## config.mk

```make
export PLATFORM = sky130hd
export DESIGN_NAME = rwi_reset_wake
export DESIGN_NICKNAME = d
export VERILOG_FILES = /design/src/rwi_pkg.sv /design/src/rwi_port_gate.sv /design/src/rwi_reset_wake.sv
export SDC_FILE = /design/constraint.sdc
export NUM_CORES = 1
export LEC_CHECK = 0
export ABC_AREA = 1
export BUFFER_PORTS_ARGS = -buffer_cell sky130_fd_sc_hd__clkbuf_2
export CAP_MARGIN = 20
export CORE_ASPECT_RATIO = 0.5
export CORE_MARGIN = 1
export CORE_UTILIZATION = 60
export DETAILED_ROUTE_END_ITERATION = 10
export PLACE_DENSITY_LB_ADDON = 0.05
export SYNTH_ARGS = -nofsm -noshare
export SYNTH_HDL_FRONTEND = slang
export SYNTH_SLANG_ARGS = --single-unit
```

## constraint.sdc

```tcl
create_clock -name clk_sys -period 3.5 [get_ports clk_sys]
set_input_delay 0.7 -clock clk_sys [delete_from_list [all_inputs] [get_ports clk_sys]]
set_output_delay 0.7 -clock clk_sys [all_outputs]
set_load 0.1 [all_outputs]
```

## src/rwi_pkg.sv

```systemverilog
// Shared constants and types for the reset and wake-up register block
package rwi_pkg;

  // ------------------------------------------------------------------
  // Register addresses
  // ------------------------------------------------------------------
  localparam logic [7:0] ADDR_CTRL       = 8'h00;
  localparam logic [7:0] ADDR_IRQ_FLAG   = 8'h01;
  localparam logic [7:0] ADDR_IRQ_PRIO   = 8'h02;
  localparam logic [7:0] ADDR_STATUS     = 8'h03;
  localparam logic [7:0] ADDR_MASK       = 8'h04;
  localparam logic [7:0] ADDR_PC_LOW     = 8'h05;
  localparam logic [7:0] ADDR_PC_HIGH    = 8'h06;
  localparam logic [7:0] ADDR_PC_UPPER   = 8'h07;
  localparam logic [7:0] ADDR_TOS_LOW    = 8'h08;
  localparam logic [7:0] ADDR_TOS_HIGH   = 8'h09;
  localparam logic [7:0] ADDR_TOS_UPPER  = 8'h0a;
  localparam logic [7:0] ADDR_STACK_PTR  = 8'h0b;
  localparam logic [7:0] ADDR_PORT_IN    = 8'h0c;
  localparam logic [7:0] ADDR_PORT_LATCH = 8'h0d;
  localparam logic [7:0] ADDR_PORT_DIR   = 8'h0e;
  localparam logic [7:0] ADDR_TMR_PERIOD = 8'h0f;
  localparam logic [7:0] ADDR_TMR_CTRL   = 8'h10;

  // ------------------------------------------------------------------
  // Field layouts and implemented-bit masks
  // ------------------------------------------------------------------
  localparam int         CTRL_LOW_GIE    = 0;
  localparam int         CTRL_HIGH_GIE   = 1;
  localparam int         CTRL_PINS_FREE  = 2;
  localparam logic [7:0] CTRL_USED       = 8'h07;
  localparam int         ST_WAKE         = 0;
  localparam int         ST_VECTOR       = 1;
  localparam int         ST_OVERFLOW     = 2;
  localparam logic [7:0] ST_USED         = 8'h07;
  localparam logic [7:0] TMR_CTRL_USED   = 8'h7f;
  localparam logic [7:0] PORT_FREE_MASK  = 8'hc0;

  // ------------------------------------------------------------------
  // Program counter, vectors and stack
  // ------------------------------------------------------------------
  localparam int          PC_W           = 21;
  localparam int          PC_HIGH_LSB    = 8;
  localparam int          PC_UPPER_LSB   = 16;
  localparam int          PC_UPPER_W     = 5;
  localparam logic [20:0] PC_RESET       = 21'h000000;
  localparam logic [20:0] VEC_HIGH       = 21'h000008;
  localparam logic [20:0] VEC_LOW        = 21'h000018;
  localparam int          PTR_W          = 5;
  localparam logic [4:0]  STACK_DEPTH    = 5'h1f;
  localparam logic [4:0]  PTR_RESET      = 5'h00;

  // ------------------------------------------------------------------
  // Reset values
  // ------------------------------------------------------------------
  localparam logic [7:0] ZERO_RESET      = 8'h00;
  localparam logic [7:0] DIR_RESET       = 8'hff;
  localparam logic [7:0] LATCH_POR       = 8'h00;
  localparam logic [7:0] TMR_PERIOD_POR  = 8'hff;

  // Sequencer states
  typedef enum logic [2:0] {
    RWI_RUN    = 3'b001,
    RWI_SLEEP  = 3'b010,
    RWI_VECTOR = 3'b100
  } rwi_state_e;

endpackage

```

## src/rwi_port_gate.sv

```systemverilog
// Oscillator-dependent gating of the upper two bits of port one
module rwi_port_gate (
  // Mode
  input  wire logic       pinsFree,
  // Stored and sampled values
  input  wire logic [7:0] pinIn,
  input  wire logic [7:0] latchIn,
  input  wire logic [7:0] dirIn,
  // Gated views
  output logic      [7:0] pinGated,
  output logic      [7:0] latchGated,
  output logic      [7:0] dirGated,
  output logic      [7:0] pinOut,
  output logic      [7:0] pinOe
);

  // Bits freed by the oscillator pass, others read zero
  function automatic logic [7:0] gateBits(input logic [7:0] v,
                                           input logic       free);
    gateBits = free ? v : (v & ~rwi_pkg::PORT_FREE_MASK);
  endfunction

  always_comb begin
    pinGated   = gateBits(pinIn, pinsFree);
    latchGated = gateBits(latchIn, pinsFree);
    dirGated   = gateBits(dirIn, pinsFree);
    pinOut     = latchGated;
    // Direction one means input; disabled bits are never driven
    pinOe      = gateBits(~dirIn, pinsFree);
  end

endmodule

```

## src/rwi_reset_wake.sv

```systemverilog
// Reset, sleep and interrupt wake-up sequencer with its register bank
// What this block does
// - Interrupt wake-up from sleep always has a set flag causing it.
// - Wake with matching global enable loads pc with that priority vector.
// - Same wake pushes current pc to stack top and advances pointer, unless the pointer is at 31, which sets overflow instead.
// - Port one bits 6 and 7 work only when oscillator frees them.
// - Every unimplemented register bit reads zero.
module rwi_reset_wake (
  // Clock and reset
  input  wire logic       clk_sys,
  input  wire logic       rst_b,
  // Register port
  input  wire logic [7:0] regAddr,
  input  wire logic [7:0] regWdata,
  input  wire logic       regWr,
  input  wire logic       regRd,
  output logic      [7:0] regRdata,
  // Core side
  input  wire logic       resetOther,
  input  wire logic       sleepReq,
  input  wire logic       pcLoad,
  input  wire logic [20:0] pcNext,
  input  wire logic       retReq,
  input  wire logic [7:0] irqReq,
  output logic      [20:0] pcOut,
  output logic            sleeping,
  // Port one pins
  input  wire logic [7:0] pinIn,
  output logic      [7:0] pinOut,
  output logic      [7:0] pinOe,
  // Interrupt
  output logic            irqOut
);

  // ------------------------------------------------------------------
  // State
  // ------------------------------------------------------------------
  rwi_pkg::rwi_state_e stateQ, stateD;
  logic [7:0]  ctrlQ, ctrlD, flagQ, flagD, prioQ, prioD;
  logic [7:0]  statusQ, statusD, maskQ, maskD;
  logic [7:0]  latchQ, latchD, dirQ, dirD, periodQ, periodD;
  logic [7:0]  tmrCtrlQ, tmrCtrlD, rdataD;
  logic [20:0] pcQ, pcD, tos;
  logic [4:0]  ptrQ, ptrD;
  logic        vecHighQ, vecHighD, pushEn;
  logic [20:0] stackMem [0:30];
  logic [7:0]  pinGated, latchGated, dirGated;
  logic        highPend, lowPend;

  // Write-one-to-clear with the hardware set winning
  function automatic logic [7:0] w1c(input logic [7:0] cur,
                                      input logic [7:0] set,
                                      input logic       clr,
                                      input logic [7:0] data);
    w1c = (cur & ~(clr ? data : 8'h00)) | set;
  endfunction

  function automatic logic wrHit(input logic       wr,
                                  input logic [7:0] a,
                                  input logic [7:0] target);
    wrHit = wr && (a == target);
  endfunction

  // ------------------------------------------------------------------
  // Port gating
  // ------------------------------------------------------------------
  rwi_port_gate u_gate (
    .pinsFree   (ctrlQ[rwi_pkg::CTRL_PINS_FREE]),
    .pinIn      (pinIn),
    .latchIn    (latchQ),
    .dirIn      (dirQ),
    .pinGated   (pinGated),
    .latchGated (latchGated),
    .dirGated   (dirGated),
    .pinOut     (pinOut),
    .pinOe      (pinOe)
  );

  // Stack top is the newest entry, zero when empty
  assign tos = (ptrQ == rwi_pkg::PTR_RESET) ? rwi_pkg::PC_RESET
                                             : stackMem[ptrQ - 5'h01];

  // Pending priorities seen against the global enables
  assign highPend = |(flagQ & prioQ) && ctrlQ[rwi_pkg::CTRL_HIGH_GIE];
  assign lowPend  = |(flagQ & ~prioQ) && ctrlQ[rwi_pkg::CTRL_LOW_GIE];

  // ------------------------------------------------------------------
  // Next-state logic
  // ------------------------------------------------------------------
  always_comb begin
    stateD   = stateQ;
    ctrlD    = ctrlQ;
    prioD    = prioQ;
    maskD    = maskQ;
    latchD   = latchQ;
    dirD     = dirQ;
    periodD  = periodQ;
    tmrCtrlD = tmrCtrlQ;
    pcD      = pcQ;
    ptrD     = ptrQ;
    vecHighD = vecHighQ;
    pushEn   = 1'b0;
    // Sources latch their flag whatever the state; the set beats a clear
    flagD    = w1c(flagQ, irqReq,
                   wrHit(regWr, regAddr, rwi_pkg::ADDR_IRQ_FLAG), regWdata);
    statusD  = w1c(statusQ, 8'h00,
                   wrHit(regWr, regAddr, rwi_pkg::ADDR_STATUS), regWdata);

    if (regWr) begin
      if (regAddr == rwi_pkg::ADDR_CTRL) begin
        ctrlD = regWdata & rwi_pkg::CTRL_USED;
      end else if (regAddr == rwi_pkg::ADDR_IRQ_PRIO) begin
        prioD = regWdata;
      end else if (regAddr == rwi_pkg::ADDR_MASK) begin
        maskD = regWdata & rwi_pkg::ST_USED;
      end else if (regAddr == rwi_pkg::ADDR_PORT_LATCH) begin
        latchD = regWdata;
      end else if (regAddr == rwi_pkg::ADDR_PORT_DIR) begin
        dirD = regWdata;
      end else if (regAddr == rwi_pkg::ADDR_TMR_PERIOD) begin
        periodD = regWdata;
      end else if (regAddr == rwi_pkg::ADDR_TMR_CTRL) begin
        tmrCtrlD = regWdata & rwi_pkg::TMR_CTRL_USED;
      end
    end

    case (stateQ)
      rwi_pkg::RWI_RUN: begin
        if (pcLoad) begin
          pcD = pcNext;
        end
        if (retReq && ptrQ != rwi_pkg::PTR_RESET) begin
          pcD  = tos;
          ptrD = ptrQ - 5'h01;
        end
        if (sleepReq) begin
          stateD = rwi_pkg::RWI_SLEEP;
        end
      end
      rwi_pkg::RWI_SLEEP: begin
        // only a set flag or resetOther ends sleep
        if (flagQ != 8'h00) begin
          statusD[rwi_pkg::ST_WAKE] = 1'b1;
          vecHighD = highPend;
          // vector only with a matching global enable
          if (highPend || lowPend) begin
            stateD = rwi_pkg::RWI_VECTOR;
          end else begin
            stateD = rwi_pkg::RWI_RUN;
          end
        end
      end
      rwi_pkg::RWI_VECTOR: begin
        if (ptrQ == rwi_pkg::STACK_DEPTH) begin
          statusD[rwi_pkg::ST_OVERFLOW] = 1'b1;
        end else begin
          pushEn = 1'b1;
          ptrD   = ptrQ + 5'h01;
        end
        pcD = vecHighQ ? rwi_pkg::VEC_HIGH : rwi_pkg::VEC_LOW;
        statusD[rwi_pkg::ST_VECTOR] = 1'b1;
        stateD = rwi_pkg::RWI_RUN;
      end
      default: stateD = rwi_pkg::RWI_RUN;
    endcase

    // warm resets reload most values, keep latch and period
    if (resetOther) begin
      stateD   = rwi_pkg::RWI_RUN;
      ctrlD    = rwi_pkg::ZERO_RESET;
      flagD    = rwi_pkg::ZERO_RESET;
      prioD    = rwi_pkg::ZERO_RESET;
      statusD  = rwi_pkg::ZERO_RESET;
      maskD    = rwi_pkg::ZERO_RESET;
      dirD     = rwi_pkg::DIR_RESET;
      tmrCtrlD = rwi_pkg::ZERO_RESET;
      pcD      = rwi_pkg::PC_RESET;
      ptrD     = rwi_pkg::PTR_RESET;
      vecHighD = 1'b0;
      pushEn   = 1'b0;
    end
  end

  // Read mux; data valid in the cycle after the strobe
  always_comb begin
    rdataD = 8'h00;
    if (regRd) begin
      if (regAddr == rwi_pkg::ADDR_CTRL) begin
        rdataD = ctrlQ;
      end else if (regAddr == rwi_pkg::ADDR_IRQ_FLAG) begin
        rdataD = flagQ;
      end else if (regAddr == rwi_pkg::ADDR_IRQ_PRIO) begin
        rdataD = prioQ;
      end else if (regAddr == rwi_pkg::ADDR_STATUS) begin
        rdataD = statusQ;
      end else if (regAddr == rwi_pkg::ADDR_MASK) begin
        rdataD = maskQ;
      end else if (regAddr == rwi_pkg::ADDR_PC_LOW) begin
        rdataD = pcQ[7:0];
      end else if (regAddr == rwi_pkg::ADDR_PC_HIGH) begin
        rdataD = pcQ[rwi_pkg::PC_HIGH_LSB +: 8];
      end else if (regAddr == rwi_pkg::ADDR_PC_UPPER) begin
        rdataD = {3'h0, pcQ[rwi_pkg::PC_UPPER_LSB +: rwi_pkg::PC_UPPER_W]};
      end else if (regAddr == rwi_pkg::ADDR_TOS_LOW) begin
        rdataD = tos[7:0];
      end else if (regAddr == rwi_pkg::ADDR_TOS_HIGH) begin
        rdataD = tos[rwi_pkg::PC_HIGH_LSB +: 8];
      end else if (regAddr == rwi_pkg::ADDR_TOS_UPPER) begin
        rdataD = {3'h0, tos[rwi_pkg::PC_UPPER_LSB +: rwi_pkg::PC_UPPER_W]};
      end else if (regAddr == rwi_pkg::ADDR_STACK_PTR) begin
        rdataD = {3'h0, ptrQ};
      end else if (regAddr == rwi_pkg::ADDR_PORT_IN) begin
        rdataD = pinGated;
      end else if (regAddr == rwi_pkg::ADDR_PORT_LATCH) begin
        rdataD = latchGated;
      end else if (regAddr == rwi_pkg::ADDR_PORT_DIR) begin
        rdataD = dirGated;
      end else if (regAddr == rwi_pkg::ADDR_TMR_PERIOD) begin
        rdataD = periodQ;
      end else if (regAddr == rwi_pkg::ADDR_TMR_CTRL) begin
        rdataD = tmrCtrlQ;
      end
    end
  end

  // ------------------------------------------------------------------
  // Registers
  // ------------------------------------------------------------------
  // power-on and brown-out load initial values
  always_ff @(posedge clk_sys or negedge rst_b) begin
    if (!rst_b) begin
      stateQ   <= rwi_pkg::RWI_RUN;
      ctrlQ    <= rwi_pkg::ZERO_RESET;
      flagQ    <= rwi_pkg::ZERO_RESET;
      prioQ    <= rwi_pkg::ZERO_RESET;
      statusQ  <= rwi_pkg::ZERO_RESET;
      maskQ    <= rwi_pkg::ZERO_RESET;
      latchQ   <= rwi_pkg::LATCH_POR;
      dirQ     <= rwi_pkg::DIR_RESET;
      periodQ  <= rwi_pkg::TMR_PERIOD_POR;
      tmrCtrlQ <= rwi_pkg::ZERO_RESET;
      pcQ      <= rwi_pkg::PC_RESET;
      ptrQ     <= rwi_pkg::PTR_RESET;
      vecHighQ <= 1'b0;
      regRdata <= rwi_pkg::ZERO_RESET;
    end else begin
      stateQ   <= stateD;
      ctrlQ    <= ctrlD;
      flagQ    <= flagD;
      prioQ    <= prioD;
      statusQ  <= statusD;
      maskQ    <= maskD;
      latchQ   <= latchD;
      dirQ     <= dirD;
      periodQ  <= periodD;
      tmrCtrlQ <= tmrCtrlD;
      pcQ      <= pcD;
      ptrQ     <= ptrD;
      vecHighQ <= vecHighD;
      regRdata <= rdataD;
    end
  end

  // Stack storage has no reset; the pointer alone says what is valid
  always_ff @(posedge clk_sys) begin
    if (pushEn) begin
      stackMem[ptrQ] <= pcQ;
    end
  end

  assign pcOut    = pcQ;
  assign sleeping = (stateQ == rwi_pkg::RWI_SLEEP);
  assign irqOut   = |(statusQ & maskQ);
endmodule

```

==> results of run 1 <==
-- per-stage QoR --
step	worst slack, ps	area (um^2)	hold slack [ps]	power, mW
6_report	116	35500	168	32.2
5_1_grt	45.6	35500	205	33.4
4_1_cts	256	35500	169	31.9
3_5_place_dp	222	33500	474	24.8
3_3_place_gp	218	33500	468	24.7
2_1_floorplan	267	31800	404	19.8
-- cells in the final DEF (no fill, tap or decap), types with 5 or more instances in the layout --
cell,n
nand2_1,839
edfxtp_1,651
nand3_1,564
o21ai_0,117
inv_1,113
clkbuf_2,106
buf_4,93
dfrtp_1,81
nor2_1,79
clkbuf_16,71
a21oi_1,68
o211ai_1,43
nor2_2,37
dfstp_2,17
clkbuf_1,16
buf_12,15
clkinv_1,14
inv_2,12
nand4_1,10
nor3_1,9
o2111ai_1,7
o22ai_1,7
or2_2,6
a31oi_1,5
a22o_1,5
ha_1,5
clkinv_2,5
-- worst reg2reg max path: stages (launching register included) --
cell	delay, ps
dfrtp_1	450
inv_1	230
ha_4	290
inv_6	380
buf_12	310
nand3_1	100
nand3_1	90
nand3_1	80
and3_1	270
a31oi_1	500
o21ai_1	130
nand2_1	100
nand4_1	130
nor2_1	130
nor2_1	60
-- state kept, by name, indices dropped and copies added (netlist names) --
name	count
vecHighQ	1
ctrlQ	3
dirQ	8
stateQ	3
stackMem	651
pcOut	21
ptrQ	5
flagQ	8
tmrCtrlQ	7
maskQ	3
regRdata	8
latchQ	8
statusQ	8
periodQ	8
prioQ	8
-- final timing paths --
path | cells past startpoint | to | startpoint | slack (ps)
max | 14 | regRdata[6] | ptrQ[1] | 120
min | 1 | pcOut[19] | rst_b | 170
max reg2reg | 14 | regRdata[6] | ptrQ[1] | 120
min reg2reg | 2 | tmrCtrlQ[3] | tmrCtrlQ[3] | 490
max in group asynchronous | 2 | dirQ[4] | rst_b | 2520
min in group clk_sys | 3 | flagQ[6] | irqReq[6] | 310
-- cell type report --
class                   instances  area [um^2]
clock inverters                25          179
well taps                     701          877
repair buffers                214         1530
fillers                      3916        16700
multi-input cells            1845         8530
flip-flops and latches        750        22100
inverters                     128          495
clock buffers                  89         1860
-- metal layers --
| metal | global-route usage (%) | part of all wire (%) | vias to the layer above |
|---|---|---|---|
| li1 | - | - | 10400 |
| met1 | 52.0 | 42 | 11300 |
| met2 | 50.7 | 43 | 1314 |
| met3 | 9.61 | 13 | 174 |
| met4 | 9.35 | 2.5 | 2 |
| met5 | 0 | 0.014 | - |
-- cells by family (layout without fill, tap and decap cells) --
family                     Yosys count  after routing  share of synthesized area (%)
and+or+nand+nor                   1559           1559                           21.0
DFF                                750            750                           69.3
buffers and inverters              295            456                           4.23
AOI/OAI and AO/OA                  279            279                           5.18
adders and majority gates            6              6                          0.236
xor gates and xnor gates             1              1                         0.0511
-- power by group through the flow --
stage / combinational (mW) / sequential, mW / clock (mW)
detailed placement: 13.5 / 11.3 / 0
finish: 14.0 / 11.1 / 7.14
global route: 14.8 / 11.1 / 7.55
CTS: 13.6 / 11.1 / 7.18
floorplan: 7.46 / 12.3 / 0
global placement: 13.4 / 11.3 / 0
==> key figures, run 1 <==
Outcome
  • Status: completed

Synthesis
  • Most used DFF post-synth: edfxtp_1
  • Top post-synthesis cells by area: edfxtp_1 61%, nand2_1 9.9%, nand3_1 8.9%
  • Post-synth top cells: 839 x nand2_1, 651 x edfxtp_1, 564 x nand3_1, 117 x o21ai_0, 115 x buf_2
  • Flops & latches, synth: 750
  • Post-synthesis sequential area ratio: 69.3%
  • Synth Instances: 2890
  • Count leader, synth: nand2_1
  • Area share of the largest cell type after synthesis: 61.4%
  • Dominant cell type by area after synthesis: edfxtp_1
  • Syn Nets: 2957
  • Avg Cell Area, Syn: 11.0 um^2
  • Post-synthesis cell area: 31800 um^2
  • Post-synth EDFFs: 651
  • Ys async rst share: 13.2%
  • Synthesis warning total: 0
  • Synth unique cells: 48

Clock network
  • H-Tree Depth: 3
  • Post-CTS Setup Bufs: 0
  • CTS resizes: 0
  • CTS buffer count: 66
  • Clock-pin slew of the registers on the worst-case setup and hold paths: 70 ps
  • Worst-Skew Late Latency: slightly above 600 ps
  • CTS Sinks: 750
  • Root Driver: clkbuf_16
  • Clk buf depth: 3
  • CTS hold repair buffers: 0
  • CTS tree: done

Worst setup path
  • Crit path max fanout: 47
  • CP Launch Type: register
  • Worst setup EP type: register
  • Worst path arrival time: a little under 4000 ps
  • CP max stage cell: a31oi_1
  • Top cell by count, worst path: nand3_1
  • WS Path Type: reg -> reg
  • Crit-path cells: inv_1 -> ha_4 -> inv_6 -> buf_12 -> nand3_1 -> nand3_1 -> nand3_1 -> and3_1 -> a31oi_1 -> o21ai_1 -> nand2_1 -> nand4_1 -> nor2_1 -> nor2_1
  • Delay-heaviest family, CP: simple AND/OR/NAND/NOR gates
  • Critical path's largest stage delay: 500 ps
  • WP buf/inv: 3
  • Req. time, crit path: 3980 ps

STA
  • Hold Fails Final Rpt: 0
  • Max Transition Viols Final: 0
  • Slew headroom: 34.5%
  • Skew final: 23.5 ps
  • FMAX: 296 MHz
  • # setup viols final: 0
  • Final period util: 96.7%
  • Pin slew with the least headroom to its limit: 983 ps
  • Crit path time final: 3380 ps
  • Total negative slack: 0 ps
  • RSZ-0062 raised after global routing: no

Final layout
  • Final non-filler cell total: 3752
  • N_diodes: 0
  • Final #Nets: 3072
  • Share of cells above drive strength 1: 12.7%
  • Final Util: between 60% and 70%
  • Area grow syn2layout: 11.6%

Detailed routing
  • Post-DRT Antenna Nets: 0
  • Total number of vias: 23100
  • Post-route DRC: 0
  • Final wirelength: 92800 um
  • Via/cell ratio: 6.16
  • Initial DRC count: approximately 3300
  • DR WL/cell: 24.7 um
  • Drt first pass iters: 6

Floorplanning
  • Die Width: 328 um
  • DIE AREA: 54000 um^2
  • Die span in y: 165 um
  • Starting Density: 61.0%
  • FP Rows: 59
  • Core Box Area: 52200 um^2
  • # IOs: 108

Global routing
  • First-pass GRT wire length: 138000 um
  • Largest net degree at the start of global routing: around 150
  • Gr ovfl total: 0
  • Initial antenna violation count: 4
  • GRT Total Usage: 34.9%
  • Vias in the first global route: 21700

Power and ir drop
  • Cell-internal power: 18.2 mW
  • NetSw: 14.1 mW
  • Max rail drop VDD: 1.35 mV
  • Share of total power in the clock network: 22.2%
  • Switch share: 43.6%
  • Logic gate share of total power: 43.4%
  • Leakage: 13.5 nW
  • Sequential share of power: 34.4%
  • PwrDens: approximately 910 nW/um^2

Placement
  • HPWL after DPL: between 50000 and 60000 um
  • GPL Wtd Cong: about 0.93
  • Port Buffer Count: 107
  • # placed instances: 3638

Hold path
  • Worst min path class: in -> async

Job
  • Max-cap viol count: 0
Note: power is estimated with default switching activity, not from simulation.
==> inputs of run 2 (changes only) <==
Settings changed: CTS_BUF_LIST set to sky130_fd_sc_hd__clkbuf_16.
Clock period 3.5 ns to 4 ns, I/O delays scaled along.
==> run 2 against run 1 <==
Clock skew decreased by 7.3 ps. Fmax decreased by 3.1%. Register-to-register slack improved by 390 ps. Sequential cell count unchanged. Power decreased by 14%. Clock power decreased by 14%. Count of clock-buffer cells in the layout decreased by 18. Via count decreased by 1.1%. Setup slack improved by 390 ps. Critical path depth increased by 6.
==> key figures, run 2 (synthesized netlist as in run 1, its figures left out) <==
Outcome
  • Status: completed

Placement
  • HPWL after DPL: 54500 um (-4.0%)
  • GPL Wtd Cong: 0.922 (-1.2%)
  • Port Buffer Count: 107 (unchanged)
  • Setup WS pre-CTS: 644 ps (+422 ps)

Detailed routing
  • Total number of vias: 22900 (-1.1%)
  • Via/cell ratio: 6.09 (-1.1%)
  • Drt first pass iters: 6 (unchanged)
  • DR WL/cell: 24.0 um (-3.0%)
  • Post-DRT Antenna Nets: 0 (unchanged)
  • Initial DRC count: 3059 (-6.4%)
  • Post-route DRC: 0 (unchanged)
  • Final wirelength: 90000 um (-3.0%)

Worst setup path
  • CP max stage cell: dfrtp_4
  • WP buf/inv: 5 (+2)
  • Worst setup EP type: register
  • FF-to-FF setup slack: 510 ps (+390 ps)
  • Delay-heaviest family, CP: simple AND/OR/NAND/NOR gates
  • Reg2reg start: ptrQ[0]
  • CP Launch Type: register
  • Crit-path cells: inv_8 -> ha_1 -> inv_1 -> nand2_1 -> nand2_4 -> inv_4 -> buf_12 -> o21ai_0 -> nand3_1 -> nand3_1 -> nand3_1 -> nand2_1 -> a21oi_1 -> nand2_1 -> nand2_1 -> nand2_1 -> nand2_1 -> nand3b_1 -> nand2_1 -> inv_1
  • Setup crit start: ptrQ[0]
  • Worst path arrival time: 3980 ps (+110 ps)
  • Top cell by count, worst path: nand2_1
  • WS Path Type: reg -> reg
  • Critical path's largest stage delay: 540 ps (+40 ps)
  • Crit path max fanout: 33 (-30%)
  • Worst reg2reg path endpoint: regRdata[3]
  • Req. time, crit path: 4490 ps (+510 ps)
  • Worst R2R Path Depth: 20 (+6)

Floorplanning
  • Starting Density: 61.0% (unchanged)
  • # IOs: 108 (unchanged)
  • DIE AREA: 54000 um^2 (unchanged)
  • Die span in y: 165 um (unchanged)
  • Die Width: 328 um (unchanged)
  • Core Box Area: 52200 um^2 (unchanged)
  • FP Rows: 59 (unchanged)

Final layout
  • Most common cell after layout, fill and taps aside: nand2_1
  • N_diodes: 0 (unchanged)
  • Commonest non-fill, non-tap cells in the layout: 839 x nand2_1, 651 x edfxtp_1, 564 x nand3_1
  • Final #Nets: 3068 (-0.13%)
  • Register with the most flip-flops: stackMem
  • Share of cells above drive strength 1: 12.4% (-0.27 points)
  • Number of flip-flops in the largest register: 651 (unchanged)
  • Area grow syn2layout: 11.3%

Job
  • Max-cap viol count: 0 (unchanged)

STA
  • RSZ-0062 raised after global routing: no
  • FMAX: 286 MHz (-3.1%)
  • Final period util: 87.3% (-9.4 points)
  • Pin slew with the least headroom to its limit: 978 ps (-4.32 ps)
  • Hold Slack: 224 ps (+56.2 ps)
  • Final WS setup: 508 ps (+391 ps)
  • Slew headroom: 34.8% (+0.29 points)
  • # setup viols final: 0 (unchanged)
  • Max Transition Viols Final: 0 (unchanged)
  • Hold Fails Final Rpt: 0 (unchanged)
  • Skew final: 16.2 ps (-7.35 ps)
  • Total negative slack: 0 ps (unchanged)
  • Crit path time final: 3490 ps (+109 ps)

Clock network
  • Clk buf depth: 3 (unchanged)
  • CTS Sinks: 750 (unchanged)
  • Post-CTS Setup Bufs: 0 (unchanged)
  • H-Tree Depth: 3 (unchanged)
  • Root Driver: clkbuf_16
  • CTS hold repair buffers: 0 (unchanged)
  • CTS buffer count: 67 (+1.5%)
  • Clock-pin slew of the registers on the worst-case setup and hold paths: 70 ps (about the same)
  • CTS tree: done
  • Worst-Skew Late Latency: 600 ps (about the same)
  • CTS resizes: 0 (unchanged)

Global routing
  • GRT Total Usage: 33.7% (-1.2 points)
  • Gr busiest metal: met2
  • Routing usage on met3: 9.03% (-0.58 points)
  • Vias in the first global route: 21300 (-1.7%)
  • First-pass GRT wire length: 133000 um (-3.5%)
  • Met1 Use GR: 49.1% (-2.9 points)
  • Initial antenna violation count: 2 (-2)
  • Gr ovfl total: 0 (unchanged)
  • Largest net degree at the start of global routing: 176 (+17%)
  • Global Route met2 Usage: 50.2% (-0.50 points)

Power and ir drop
  • Leakage: 13.5 nW (+0.41%)
  • Switch share: 43.7% (about the same)
  • Sequential share of power: 34.8% (+0.4 points)
  • PwrDens: 785 nW/um^2 (-13%)
  • Max rail drop VDD: 0.648 mV (-52%)
  • Cell-internal power: 15.7 mW (-14%)
  • NetSw: 12.1 mW (-14%)
  • Share of total power in the clock network: 22.1% (about the same)
  • Logic gate share of total power: 43.1% (-0.3 points)

Hold path
  • Worst min path class: in -> async
==> run 2: cell types whose count changed in the layout (fill, tap and decap cells not counted) <==
cell and delta:
inv_1 +26, clkinv_1 -1, clkinv_8 -1, clkinvlp_4 -1
clkbuf_8 -2, clkinv_4 +1, clkbuf_1 -16, buf_12 -5
==> run 2: through the flow <==
| stage | power [mW] | area, um^2 | instances | utilization [%] |
|---|---|---|---|---|
| 6_report | 27.8 | 35400 | 3753 | 67.9 |
| 5_1_grt | 29.0 | 35400 | 3753 | 67.9 |
| 4_1_cts | 27.6 | 35400 | 3753 | 67.9 |
| 3_5_place_dp | 21.5 | 33400 | 3633 | 64.0 |
| 3_3_place_gp | 21.3 | 33400 | 3633 | 64.0 |
| 2_1_floorplan | 17.3 | 31800 | 2890 | - |
==> run 2: area by class of cell <==
cell class / count / area (um^2)
sequential: 750 / 22100
fill: 3851 / 16800
multi-input combinational: 1845 / 8530
clock buffer: 71 / 1780
timing repair buffer: 209 / 1430
tap: 701 / 877
inverter: 128 / 495
clock inverter: 49 / 258
==> run 2: worst max path at each step <==
stage	end	slack (ps)	depth (start not counted)
2_1_floorplan	sleeping	730	1
3_3_place_gp	regRdata[0]	680	21
3_5_place_dp	regRdata[0]	640	21
4_1_cts	regRdata[0]	580	21
5_1_grt	regRdata[3]	230	20
6_report	regRdata[3]	510	20
==> run 2: power groups by stage <==
stage	clock network, mW	logic, mW	registers, mW
after CTS	6.19	11.7	9.67
after floorplan	0	6.53	10.8
final	6.14	12.0	9.68
after global placement	0	11.5	9.83
after detailed placement	0	11.7	9.83
after global routing	6.50	12.8	9.69
==> run 2: per-layer routing <==
layer | part of all wire (%) | wire [um]
met1 | 41 | 37100
met2 | 44 | 39900
met3 | 12 | 10900
met4 | 2.3 | 2100
met5 | 0.012 | 11
